File: config.mk
export PLATFORM = sky130hd
export DESIGN_NAME = msi_top
export DESIGN_NICKNAME = d
export VERILOG_FILES = /design/src/core/msi_pkg.sv /design/src/core/msi_top.sv
export SDC_FILE = /design/constraint.sdc
export NUM_CORES = 2
export LEC_CHECK = 0
export ABC_AREA = 1
export BUFFER_PORTS_ARGS = -buffer_cell sky130_fd_sc_hd__buf_2
export CORE_UTILIZATION = 45
export CTS_CLUSTER_SIZE = 14
export DETAILED_ROUTE_END_ITERATION = 8
export GPL_TIMING_DRIVEN = 0
export REMOVE_ABC_BUFFERS = 1
export SLEW_MARGIN = 20
export SYNTH_ARGS = -nofsm -noshare
export SYNTH_HDL_FRONTEND = slang
export SYNTH_SLANG_ARGS = --single-unit
File: constraint.sdc
create_clock -name aclk -period 14.6 [get_ports aclk]
set_input_delay 2.92 -clock aclk [delete_from_list [all_inputs] [get_ports aclk]]
set_output_delay 2.92 -clock aclk [all_outputs]
set_load 0.1 [all_outputs]
File: src/core/msi_pkg.sv
// Package for the magnet supply setpoint and interlock block.
// Assumes a 100 MHz aclk; values are fixed-point counts chosen by the registers.
package msi_pkg;

  // Register byte offsets
  localparam logic [7:0] OFS_CTRL      = 8'h00;
  localparam logic [7:0] OFS_SETPOINT  = 8'h04;
  localparam logic [7:0] OFS_RAMP      = 8'h08;
  localparam logic [7:0] OFS_MAX_CUR   = 8'h0C;
  localparam logic [7:0] OFS_MAX_RAMP  = 8'h10;
  localparam logic [7:0] OFS_MODE      = 8'h14;
  localparam logic [7:0] OFS_LOCK      = 8'h18;
  localparam logic [7:0] OFS_CODE      = 8'h1C;
  localparam logic [7:0] OFS_POWER     = 8'h20;
  localparam logic [7:0] OFS_STATUS    = 8'h24;
  localparam logic [7:0] OFS_CUR_OUT   = 8'h28;
  localparam logic [7:0] OFS_ERR       = 8'h2C;

  // Current in 0.1 mA units, ramp rate in 0.1 mA/s units, power in watts
  localparam logic [31:0] CUR_LIMIT_TOP = 32'h000AB248; // 70.1000 A
  localparam logic [31:0] CUR_NOMINAL   = 32'h000AAE60; // 70.0000 A
  localparam logic [31:0] RAMP_MIN      = 32'h00000001; // 0.0001 A/s
  localparam logic [31:0] RAMP_MAX      = 32'h000F4236; // 99.999 A/s
  localparam logic [15:0] POWER_THRESH  = 16'h0064;     // 100 W
  localparam logic [11:0] CODE_DEFAULT  = 12'h123;
  localparam logic [15:0] EXT_FULL_MV   = 16'h2710;     // 10 V full scale

  localparam int unsigned CLK_HZ        = 100_000_000;
  localparam int unsigned HOLD_S        = 60;
  localparam int unsigned PRESC_CYC     = CLK_HZ / 1000; // 1 ms tick
  localparam int unsigned HOLD_TICKS    = HOLD_S * 1000;
  localparam int unsigned BLINK_TICKS   = 500;

  // Error codes, reported in the error register
  localparam logic [3:0] ERR_NONE    = 4'h0;
  localparam logic [3:0] ERR_RANGE   = 4'h1;
  localparam logic [3:0] ERR_MODE    = 4'h2;
  localparam logic [3:0] ERR_LOCKED  = 4'h3;
  localparam logic [3:0] ERR_CODE    = 4'h4;
  localparam logic [3:0] ERR_EXTPROG = 4'h5;

  typedef enum logic [1:0] {
    VM_AUTO = 2'b00, VM_ON = 2'b01, VM_OFF = 2'b10, VM_DIS = 2'b11
  } msi_vmode_e;

  typedef enum logic [1:0] {
    PM_INT = 2'b00, PM_EXT = 2'b01, PM_SUM = 2'b10
  } msi_pmode_e;

  typedef enum logic [1:0] {
    LK_NONE = 2'b00, LK_ALL = 2'b01, LK_LIMITS = 2'b10
  } msi_lock_e;

  typedef struct packed {
    logic        energized;
    logic [16:0] hold;
  } msi_valve_s;

  typedef struct packed {
    logic [31:0] setpoint;
    logic [31:0] ramp;
    logic [31:0] max_cur;
    logic [31:0] max_ramp;
    logic [31:0] cur_out;
    msi_pmode_e  pmode;
    msi_lock_e   lock;
    logic [11:0] code;
    msi_vmode_e  vm_mag;
    msi_vmode_e  vm_int;
    logic [15:0] pwr_mag;
    logic [15:0] pwr_int;
    logic [3:0]  err;
    logic        err_show;
    logic        aw_got;
    logic        w_got;
    logic [7:0]  awaddr;
    logic [31:0] wdata;
    logic        bvalid;
    logic        rvalid;
    logic [31:0] rdata;
    logic [1:0]  bresp;
    logic [1:0]  rresp;
    logic [16:0] presc;
    logic        tick;
    logic [9:0]  blink_cnt;
    logic        blink;
    msi_valve_s  vmag;
    msi_valve_s  vint;
    logic [1:0]  ext_zero_s;
    logic [1:0]  flow_mag_s;
    logic [1:0]  flow_int_s;
    logic [1:0]  hw_fault_s;
  } msi_state_s;

endpackage : msi_pkg

File: src/core/msi_top.sv
// Setpoint, limits, program mode, cooling valves, fault lamp and keypad lock.
// Assumes AXI4-Lite master on aclk; pins arrive asynchronously; all but ext_prog_cur are synchronised.
// Overview of operation
// - Zero-output command clears setpoint and ramps down, allowed in external mode.
// - Setpoint magnitude above the max-current limit is rejected; limit up to 70.1 A.
// - Entered ramp rate is capped at the max ramp limit.
// - Max ramp limit accepted only within 0.0001 to 99.999 A/s.
// - Auto mode energizes the magnet valve above 100 W.
// - After power falls below threshold, valve stays on one more minute.
// - Forced-on energizes valve while powered; off keeps it released.
// - Disabled mode treats valve as absent and hides its status line.
// - Flow switch checked while valve energized, and always when disabled.
// - Internal valve behaves alike on device power and defaults to disabled.
// - Fault lamp blinks for operational errors, steady for hardware errors.
// - Active error alternates with status prompt; status shows detail or none.
// - External mode forces setpoint zero; output from voltage, 10 V to 70 A.
// - Summed mode drives output from internal setpoint plus external value.
// - Stored limits do not apply to the external contribution.
// - Mode change refused unless voltage and setpoint are zero; error shown.
// - Lock-all blocks setpoint, ramp, limit and mode changes; lock-limits still allows setpoint and ramp; zero always allowed.
// - Three-digit code, default 123, set only by computer, reset with defaults.
// - Locked keypad refuses restore-defaults requests.
// - Locked keypad allows viewing; blocked change shows locked message.
// - New lock mode applies only when entered code matches, else invalid code.
`timescale 1ns/1ns
module msi_top #(
  parameter int unsigned HOLD_T  = msi_pkg::HOLD_TICKS,
  parameter int unsigned PRESC_T = msi_pkg::PRESC_CYC
) (
  input  wire logic        aclk,
  input  wire logic        aresetn,
  input  wire logic [7:0]  s_axi_awaddr,
  input  wire logic        s_axi_awvalid,
  output logic             s_axi_awready,
  input  wire logic [31:0] s_axi_wdata,
  input  wire logic [3:0]  s_axi_wstrb,
  input  wire logic        s_axi_wvalid,
  output logic             s_axi_wready,
  output logic [1:0]       s_axi_bresp,
  output logic             s_axi_bvalid,
  input  wire logic        s_axi_bready,
  input  wire logic [7:0]  s_axi_araddr,
  input  wire logic        s_axi_arvalid,
  output logic             s_axi_arready,
  output logic [31:0]      s_axi_rdata,
  output logic [1:0]       s_axi_rresp,
  output logic             s_axi_rvalid,
  input  wire logic        s_axi_rready,
  input  wire logic [31:0] ext_prog_cur,
  input  wire logic        ext_volt_zero,
  input  wire logic        flow_ok_mag,
  input  wire logic        flow_ok_int,
  input  wire logic        hw_fault,
  output logic             valve_mag,
  output logic             valve_int,
  output logic             show_mag_line,
  output logic             show_int_line,
  output logic             flow_fault_mag,
  output logic             flow_fault_int,
  output logic             fault_lamp,
  output logic             prompt_phase,
  output logic [31:0]      cur_cmd
);

  msi_pkg::msi_state_s s_r;
  msi_pkg::msi_state_s s_nxt;

  logic        wr_go;
  logic        rd_go;
  logic [31:0] wd;
  logic        lock_any;
  logic        ext_zero;
  logic [31:0] abs_wd;

  assign wr_go    = s_r.aw_got && s_r.w_got && !s_r.bvalid;
  assign rd_go    = s_axi_arvalid && !s_r.rvalid;
  assign wd       = s_r.wdata;
  assign abs_wd   = wd[31] ? (~wd + 32'h00000001) : wd;
  assign lock_any = (s_r.lock != msi_pkg::LK_NONE);
  assign ext_zero = s_r.ext_zero_s[1];

  assign s_axi_awready = !s_r.aw_got;
  assign s_axi_wready  = !s_r.w_got;
  assign s_axi_arready = !s_r.rvalid;
  assign s_axi_bvalid  = s_r.bvalid;
  assign s_axi_bresp   = s_r.bresp;
  assign s_axi_rvalid  = s_r.rvalid;
  assign s_axi_rdata   = s_r.rdata;
  assign s_axi_rresp   = s_r.rresp;

  function automatic msi_pkg::msi_valve_s valve_step(
    input msi_pkg::msi_vmode_e m,
    input logic [15:0]         pwr,
    input msi_pkg::msi_valve_s v,
    input logic                tick,
    input logic [16:0]         hold_t
  );
    msi_pkg::msi_valve_s o;
    o = v;
    case (m)
      msi_pkg::VM_AUTO:
      begin
        if (pwr > msi_pkg::POWER_THRESH)
        begin
          o.energized = 1'b1;
          o.hold      = hold_t;
        end
        else if (v.hold != 17'h00000)
        begin
          if (tick)
            o.hold = v.hold - 17'h00001;
        end
        else
          o.energized = 1'b0;
      end
      msi_pkg::VM_ON:
      begin
        o.energized = 1'b1;
        o.hold      = 17'h00000;
      end
      default:
      begin
        o.energized = 1'b0;
        o.hold      = 17'h00000;
      end
    endcase
    return o;
  endfunction : valve_step

  always_comb
  begin
    s_nxt            = s_r;
    s_nxt.ext_zero_s = {s_r.ext_zero_s[0], ext_volt_zero};
    s_nxt.flow_mag_s = {s_r.flow_mag_s[0], flow_ok_mag};
    s_nxt.flow_int_s = {s_r.flow_int_s[0], flow_ok_int};
    s_nxt.hw_fault_s = {s_r.hw_fault_s[0], hw_fault};

    // Prescaler and blink timebase
    s_nxt.tick = 1'b0;
    if (s_r.presc >= 17'(PRESC_T - 1))
    begin
      s_nxt.presc = 17'h00000;
      s_nxt.tick  = 1'b1;
    end
    else
      s_nxt.presc = s_r.presc + 17'h00001;
    if (s_r.tick)
    begin
      if (s_r.blink_cnt >= 10'(msi_pkg::BLINK_TICKS - 1))
      begin
        s_nxt.blink_cnt = 10'h000;
        s_nxt.blink     = !s_r.blink;
      end
      else
        s_nxt.blink_cnt = s_r.blink_cnt + 10'h001;
    end

    s_nxt.vmag = valve_step(s_r.vm_mag, s_r.pwr_mag, s_r.vmag, s_r.tick, 17'(HOLD_T));
    s_nxt.vint = valve_step(s_r.vm_int, s_r.pwr_int, s_r.vint, s_r.tick, 17'(HOLD_T));

    // External mode pins the panel setpoint at zero
    if (s_r.pmode == msi_pkg::PM_EXT)
      s_nxt.setpoint = 32'h00000000;

    // Internal ramp toward setpoint, one rate step per ms tick
    if (s_r.tick)
    begin
      if ($signed(s_r.cur_out) < $signed(s_r.setpoint))
        s_nxt.cur_out = ($signed(s_r.setpoint - s_r.cur_out) > $signed(s_r.ramp / 1000))
                        ? s_r.cur_out + (s_r.ramp / 1000) + 32'h00000001 : s_r.setpoint;
      else if ($signed(s_r.cur_out) > $signed(s_r.setpoint))
        s_nxt.cur_out = ($signed(s_r.cur_out - s_r.setpoint) > $signed(s_r.ramp / 1000))
                        ? s_r.cur_out - (s_r.ramp / 1000) - 32'h00000001 : s_r.setpoint;
    end

    // Write channel
    if (s_axi_awvalid && !s_r.aw_got)
    begin
      s_nxt.aw_got = 1'b1;
      s_nxt.awaddr = s_axi_awaddr;
    end
    if (s_axi_wvalid && !s_r.w_got)
    begin
      s_nxt.w_got = 1'b1;
      s_nxt.wdata = s_axi_wdata;
    end
    if (s_r.bvalid && s_axi_bready)
      s_nxt.bvalid = 1'b0;
    if (wr_go)
    begin
      s_nxt.aw_got = 1'b0;
      s_nxt.w_got  = 1'b0;
      s_nxt.bvalid = 1'b1;
      s_nxt.bresp  = 2'b00;
      case (s_r.awaddr)
        msi_pkg::OFS_CTRL:
        begin
          if (wd[0])
            s_nxt.setpoint = 32'h00000000;
          if (wd[1])
          begin
            if (lock_any)
              s_nxt.err = msi_pkg::ERR_LOCKED;
            else
            begin
              s_nxt.max_cur  = msi_pkg::CUR_LIMIT_TOP;
              s_nxt.max_ramp = msi_pkg::RAMP_MAX;
              s_nxt.ramp     = msi_pkg::RAMP_MAX;
              s_nxt.setpoint = 32'h00000000;
              s_nxt.pmode    = msi_pkg::PM_INT;
              s_nxt.code     = msi_pkg::CODE_DEFAULT;
              s_nxt.vm_mag   = msi_pkg::VM_AUTO;
              s_nxt.vm_int   = msi_pkg::VM_DIS;
            end
          end
          if (wd[2])
            s_nxt.err_show = 1'b1;
          if (wd[3])
          begin
            s_nxt.err      = msi_pkg::ERR_NONE;
            s_nxt.err_show = 1'b0;
          end
        end
        msi_pkg::OFS_SETPOINT:
        begin
          if (s_r.lock == msi_pkg::LK_ALL)
            s_nxt.err = msi_pkg::ERR_LOCKED;
          else if (s_r.pmode == msi_pkg::PM_EXT)
            s_nxt.err = msi_pkg::ERR_EXTPROG;
          else if (abs_wd > s_r.max_cur)
            s_nxt.err = msi_pkg::ERR_RANGE;
          else
            s_nxt.setpoint = wd;
        end
        msi_pkg::OFS_RAMP:
        begin
          if (s_r.lock == msi_pkg::LK_ALL)
            s_nxt.err = msi_pkg::ERR_LOCKED;
          else
            s_nxt.ramp = (wd > s_r.max_ramp) ? s_r.max_ramp : wd;
        end
        msi_pkg::OFS_MAX_CUR:
        begin
          if (lock_any)
            s_nxt.err = msi_pkg::ERR_LOCKED;
          else if (wd > msi_pkg::CUR_LIMIT_TOP)
            s_nxt.err = msi_pkg::ERR_RANGE;
          else
            s_nxt.max_cur = wd;
        end
        msi_pkg::OFS_MAX_RAMP:
        begin
          if (lock_any)
            s_nxt.err = msi_pkg::ERR_LOCKED;
          else if (wd < msi_pkg::RAMP_MIN || wd > msi_pkg::RAMP_MAX)
            s_nxt.err = msi_pkg::ERR_RANGE;
          else
          begin
            s_nxt.max_ramp = wd;
            if (s_r.ramp > wd)
              s_nxt.ramp = wd;
          end
        end
        msi_pkg::OFS_MODE:
        begin
          if (lock_any)
            s_nxt.err = msi_pkg::ERR_LOCKED;
          else
          begin
            s_nxt.vm_mag = msi_pkg::msi_vmode_e'(wd[5:4]);
            s_nxt.vm_int = msi_pkg::msi_vmode_e'(wd[9:8]);
            if (wd[1:0] != s_r.pmode && wd[1:0] != 2'b11)
            begin
              if (!ext_zero || s_r.setpoint != 32'h00000000)
                s_nxt.err = msi_pkg::ERR_MODE;
              else
                s_nxt.pmode = msi_pkg::msi_pmode_e'(wd[1:0]);
            end
          end
        end
        msi_pkg::OFS_LOCK:
        begin
          if (wd[15:4] == s_r.code && wd[1:0] != 2'b11)
            s_nxt.lock = msi_pkg::msi_lock_e'(wd[1:0]);
          else
            s_nxt.err = msi_pkg::ERR_CODE;
        end
        msi_pkg::OFS_CODE:
          s_nxt.code = wd[11:0];
        msi_pkg::OFS_POWER:
        begin
          s_nxt.pwr_mag = wd[15:0];
          s_nxt.pwr_int = wd[31:16];
        end
        default:
          s_nxt.bresp = 2'b10;
      endcase
    end

    // Read channel
    if (s_r.rvalid && s_axi_rready)
      s_nxt.rvalid = 1'b0;
    if (rd_go)
    begin
      s_nxt.rvalid = 1'b1;
      s_nxt.rresp  = 2'b00;
      case (s_axi_araddr)
        msi_pkg::OFS_SETPOINT: s_nxt.rdata = s_r.setpoint;
        msi_pkg::OFS_RAMP:     s_nxt.rdata = s_r.ramp;
        msi_pkg::OFS_MAX_CUR:  s_nxt.rdata = s_r.max_cur;
        msi_pkg::OFS_MAX_RAMP: s_nxt.rdata = s_r.max_ramp;
        msi_pkg::OFS_MODE:     s_nxt.rdata = {22'h0, s_r.vm_int, 2'b00, s_r.vm_mag,
                                              2'b00, s_r.pmode};
        msi_pkg::OFS_LOCK:     s_nxt.rdata = {30'h0, s_r.lock};
        msi_pkg::OFS_CODE:     s_nxt.rdata = {20'h0, s_r.code};
        msi_pkg::OFS_POWER:    s_nxt.rdata = {s_r.pwr_int, s_r.pwr_mag};
        msi_pkg::OFS_STATUS:   s_nxt.rdata = {25'h0, fault_lamp, flow_fault_int,
                                              flow_fault_mag, s_r.vint.energized,
                                              s_r.vmag.energized, show_int_line,
                                              show_mag_line};
        msi_pkg::OFS_CUR_OUT:  s_nxt.rdata = cur_cmd;
        msi_pkg::OFS_ERR:      s_nxt.rdata = {26'h0, prompt_phase, s_r.err_show, s_r.err};
        msi_pkg::OFS_CTRL:     s_nxt.rdata = 32'h00000000;
        default:
        begin
          s_nxt.rdata = 32'h00000000;
          s_nxt.rresp = 2'b10;
        end
      endcase
    end
  end

  always_ff @(posedge aclk)
  begin
    if (!aresetn)
    begin
      s_r          <= '0;
      s_r.max_cur  <= msi_pkg::CUR_LIMIT_TOP;
      s_r.max_ramp <= msi_pkg::RAMP_MAX;
      s_r.ramp     <= msi_pkg::RAMP_MAX;
      s_r.code     <= msi_pkg::CODE_DEFAULT;
      s_r.vm_mag   <= msi_pkg::VM_AUTO;
      s_r.vm_int   <= msi_pkg::VM_DIS;
      s_r.ext_zero_s <= 2'b11;
      s_r.flow_mag_s <= 2'b11;
      s_r.flow_int_s <= 2'b11;
    end
    else
      s_r <= s_nxt;
  end

  // Outputs; summed mode adds unlimited external current
  always_comb
  begin
    case (s_r.pmode)
      msi_pkg::PM_EXT: cur_cmd = ext_prog_cur;
      msi_pkg::PM_SUM: cur_cmd = s_r.cur_out + ext_prog_cur;
      default:         cur_cmd = s_r.cur_out;
    endcase
  end

  assign valve_mag      = s_r.vmag.energized;
  assign valve_int      = s_r.vint.energized;
  assign show_mag_line  = (s_r.vm_mag != msi_pkg::VM_DIS);
  assign show_int_line  = (s_r.vm_int != msi_pkg::VM_DIS);
  assign flow_fault_mag = !s_r.flow_mag_s[1] &&
                          (s_r.vmag.energized || s_r.vm_mag == msi_pkg::VM_DIS);
  assign flow_fault_int = !s_r.flow_int_s[1] &&
                          (s_r.vint.energized || s_r.vm_int == msi_pkg::VM_DIS);
  // Hardware fault steady wins over blinking operational fault
  assign fault_lamp     = s_r.hw_fault_s[1] ||
                          ((s_r.err != msi_pkg::ERR_NONE || flow_fault_mag || flow_fault_int)
                           && s_r.blink);
  assign prompt_phase   = (s_r.err != msi_pkg::ERR_NONE) && s_r.blink;

  a_zero_clears: assert property (@(posedge aclk) disable iff (!aresetn)
    (wr_go && s_r.awaddr == msi_pkg::OFS_CTRL && wd[0]) |=> s_r.setpoint == 32'h0)
    else $error("zero command did not clear setpoint");
  a_ramp_capped: assert property (@(posedge aclk) disable iff (!aresetn)
    s_r.ramp <= s_r.max_ramp) else $error("ramp above limit");
  a_maxramp_range: assert property (@(posedge aclk) disable iff (!aresetn)
    s_r.max_ramp >= msi_pkg::RAMP_MIN && s_r.max_ramp <= msi_pkg::RAMP_MAX)
    else $error("max ramp out of range");
  a_valve_auto_on: assert property (@(posedge aclk) disable iff (!aresetn)
    (s_r.vm_mag == msi_pkg::VM_AUTO && s_r.pwr_mag > msi_pkg::POWER_THRESH
     && $stable(s_r.vm_mag)) |=> valve_mag) else $error("magnet valve not energized");
  a_valve_off: assert property (@(posedge aclk) disable iff (!aresetn)
    (s_r.vm_mag == msi_pkg::VM_OFF) |=> (!valve_mag || s_r.vm_mag != msi_pkg::VM_OFF))
    else $error("valve energized in off mode");
  a_ext_setpoint: assert property (@(posedge aclk) disable iff (!aresetn)
    s_r.pmode == msi_pkg::PM_EXT |=> s_r.setpoint == 32'h0)
    else $error("setpoint nonzero in external mode");
  a_mode_guard: assert property (@(posedge aclk) disable iff (!aresetn)
    ($changed(s_r.pmode)) |-> ($past(ext_zero) && $past(s_r.setpoint) == 32'h0))
    else $error("program mode changed while not zero");
  a_lock_code: assert property (@(posedge aclk) disable iff (!aresetn)
    $changed(s_r.lock) |-> $past(wd[15:4]) == $past(s_r.code))
    else $error("lock changed without matching code");
  a_setpoint_limit: assert property (@(posedge aclk) disable iff (!aresetn)
    $changed(s_r.setpoint) && s_r.setpoint != 32'h0 |->
      (s_r.setpoint[31] ? ~s_r.setpoint + 32'h1 : s_r.setpoint) <= $past(s_r.max_cur))
    else $error("setpoint exceeds max current");

endmodule : msi_top

==> flow_metrics.py <==
metrics = {
    "floorplanning": {
        "dieHeight_um": 281,
        "start_util_pct": 45.8,
        "fp-row-count": 101,
        "num_io_pins": 176,
        "core_um2": 76500,
        "die_w_um": 281,
        "dieArea_um2": 79000,
    },
    "min_path": {
        "min_path_type": "flip-flop to flip-flop",
    },
    "clock_network": {
        "insertion_delay_ns": 0.61,
        "cts_made_buffers": 46,
        "root_buffer": "clkbuf_16",
        "cts_sinks": 367,
        "path_clk_slew_ns": 0.06,
        "cts_tree": "done",
        "cts_max_level": 2,
        "clock_path_buffers": 3,
        "cts-hold-fix-buffers": 0,
    },
    "yosys": {
        "syn_area_um2": 35100,
        "synth_top_area_share_pct": 21.0,
        "syn_inst": 5259,
        "avgSynthCellArea_um2": 6.67,
        "synth_area_leaders": "dfxtp_1 21%, ha_1 10%, a21oi_1 9.2%",
        "synth_seq_area_share_pct": 21.0,
        "synth-edff-count": 0,
        "async_flop_share_pct": 0,
        "yosysTopAreaCell": "dfxtp_1",
        "synth_flop_cell": "dfxtp_1",
        "yosysWarnings": 0,
        "synth_seq_cells": 367,
        "ys_types": 81,
    },
    "sta": {
        "setup_violations": 32,
        "period_needed_ns": 16.52,
        "rsz0062_at_grt": "yes",
        "relSlewSlack_pct": 16.5,
        "hold_viol": 0,
        "fin_crit_sh_pct": 113,
        "fin_ws_ns": -1.92,
        "finalClockSkew_ns": 0.0254,
        "slew_viol_final": 0,
        "timing.fmax_mhz": 60.5,
        "worst_pin_slew_ns": 1.25,
    },
    "final_layout": {
        "multi_input_area_um2": 26000,
        "area_delta_synth_final_pct": 21.7,
        "final_cell_mix": "714 x nand2_1, 632 x inv_1, 612 x a21oi_1, 392 x nor2_1, 365 x o21ai_0",
        "drive_gt1_share_pct": 21.7,
        "finalNonFillerCells": 6588,
        "finalNetCount": 5911,
        "final_area_um2": 42700,
        "diodes": 0,
        "seq_area_um2": 7370,
        "num-fill-cells": 7426,
        "layout_commonest_cell": "nand2_1",
    },
    "grt": {
        "grt_antenna_before_repair": 5,
        "grt_pass1_vias": 35100,
        "grt_pass1_wl_um": 212000,
        "gr-total-overflow": 0,
        "grt_max_degree": 114,
        "grt.total_usage_pct": 35.0,
    },
    "drt": {
        "ant_nets": 0,
        "initialDrtViolationCount": 3990,
        "drtPass1Iterations": 9,
        "avgRoutedWirePerCell_um": 21.9,
        "vias": 38800,
        "via_per_inst": 5.88,
        "drc": 0,
        "wirelength_um": 144000,
    },
    "critical_path": {
        "cp_num_buf_inv": 32,
        "crit_path_max_fanout": 12,
        "end_kind": "flip-flop",
        "worstSetupStartpointType": "flip-flop",
        "worstSetupPathType": "flip-flop to flip-flop",
        "cpMostUsedCell": "nand2_4",
        "r2r_slack_ns": -1.92,
        "cp_data_required_time_ns": 15.09,
        "worstPathArrival_ns": 17.01,
        "slowest_delay_ns": 0.56,
        "cp_top_family": "simple AND/OR/NAND/NOR gates",
        "cp_slowest_cell": "or4_4",
    },
    "placement": {
        "place_hpwl_um": 107000,
        "placed_cell_area_um2": 36800,
        "placed_cells": 6261,
        "portBuffers": 169,
        "place_ws_ns": -3.66,
        "gp_congestion": 1.00,
    },
    "status": {
        "outcome": "complete, but fails checks",
        "violations": "negative setup slack",
    },
    "flow_run": {
        "cap_violations": 0,
    },
}
worst paths after layout:
kind	from	endpoint	cells after the start
max	s_r[337]	s_r[238]	147
min	s_nxt[3]	s_r[3]	1
min reg2reg	s_nxt[3]	s_r[3]	1
max reg2reg	s_r[337]	s_r[238]	147
cells in the mapped netlist (41+ instances only):
cell type,instances
dfxtp_1,367
clkbuf_1,172
nand4_1,54
nor2_1,429
nand2_2,91
ha_1,290
xor2_1,168
o211ai_1,102
a21oi_1,645
nand3_1,204
o21ai_0,410
inv_1,658
a22oi_1,41
nor3_1,98
nand2_4,71
nand2_1,795
inv_2,48
a211oi_1,45
final cells by class:
type,count,area share [%]
Clock buffer,63,3.08
Clock inverter,22,0.630
Inverter,741,6.88
Multi-Input combinational cell,3933,60.8
Sequential cell,367,17.3
Tap cell,1030,3.02
Timing Repair Buffer,432,8.27
repair_timing:
item | CTS | global route
resized for setup | 350 | 214
setup endpoints to repair | 32 | 32
buffers inserted | 167 | 76
gates cloned | 10 | 3
pin swaps | 190 | 202
hold endpoints to repair | 0 | 0
cell families after synthesis:
group | after synthesis | synth area share [%]
AO/OA/AOI/OAI | 1537 | 25.8
flip-flops | 367 | 21.0
adder cells (fa/ha/maj) | 295 | 10.6
AND/OR/NAND/NOR | 1916 | 27.1
buffers and inverters | 964 | 11.0
other | 1 | 0.0107
XOR/XNOR | 179 | 4.47
registers in the layout (all words and copies together), names as in the netlist:
name / flops
s_axi_rresp: 1
wd: 32
valve_mag: 1
s_nxt: 4
s_axi_rvalid: 1
s_axi_bvalid: 1
s_axi_bresp: 1
s_r: 292
valve_int: 1
s_axi_rdata: 32
ext_zero: 1
metal layers:
metal  global-route usage (%)  wire (um)  vias up
met5                        0         15        -
met4                     18.0       8700        2
met3                     5.05      11900      372
met2                     54.7      62800     1857
met1                     46.5      61000    18100
li1                         -          -    18400
stage by stage:
step / utilization (%) / hold WS (ns) / setup TNS [ns]
CTS: 53.9 / 0.413 / -43.36
global route: 55.8 / 0.424 / -86.13
global placement: 47.3 / 0.397 / -113.28
finish: 55.8 / 0.411 / -58.73
detailed placement: 48.2 / 0.398 / -85.57
floorplan: - / 0.390 / -2.62
Power is not shown: default switching activity piles up to over one toggle a cycle in this logic, so the estimate is an artifact.
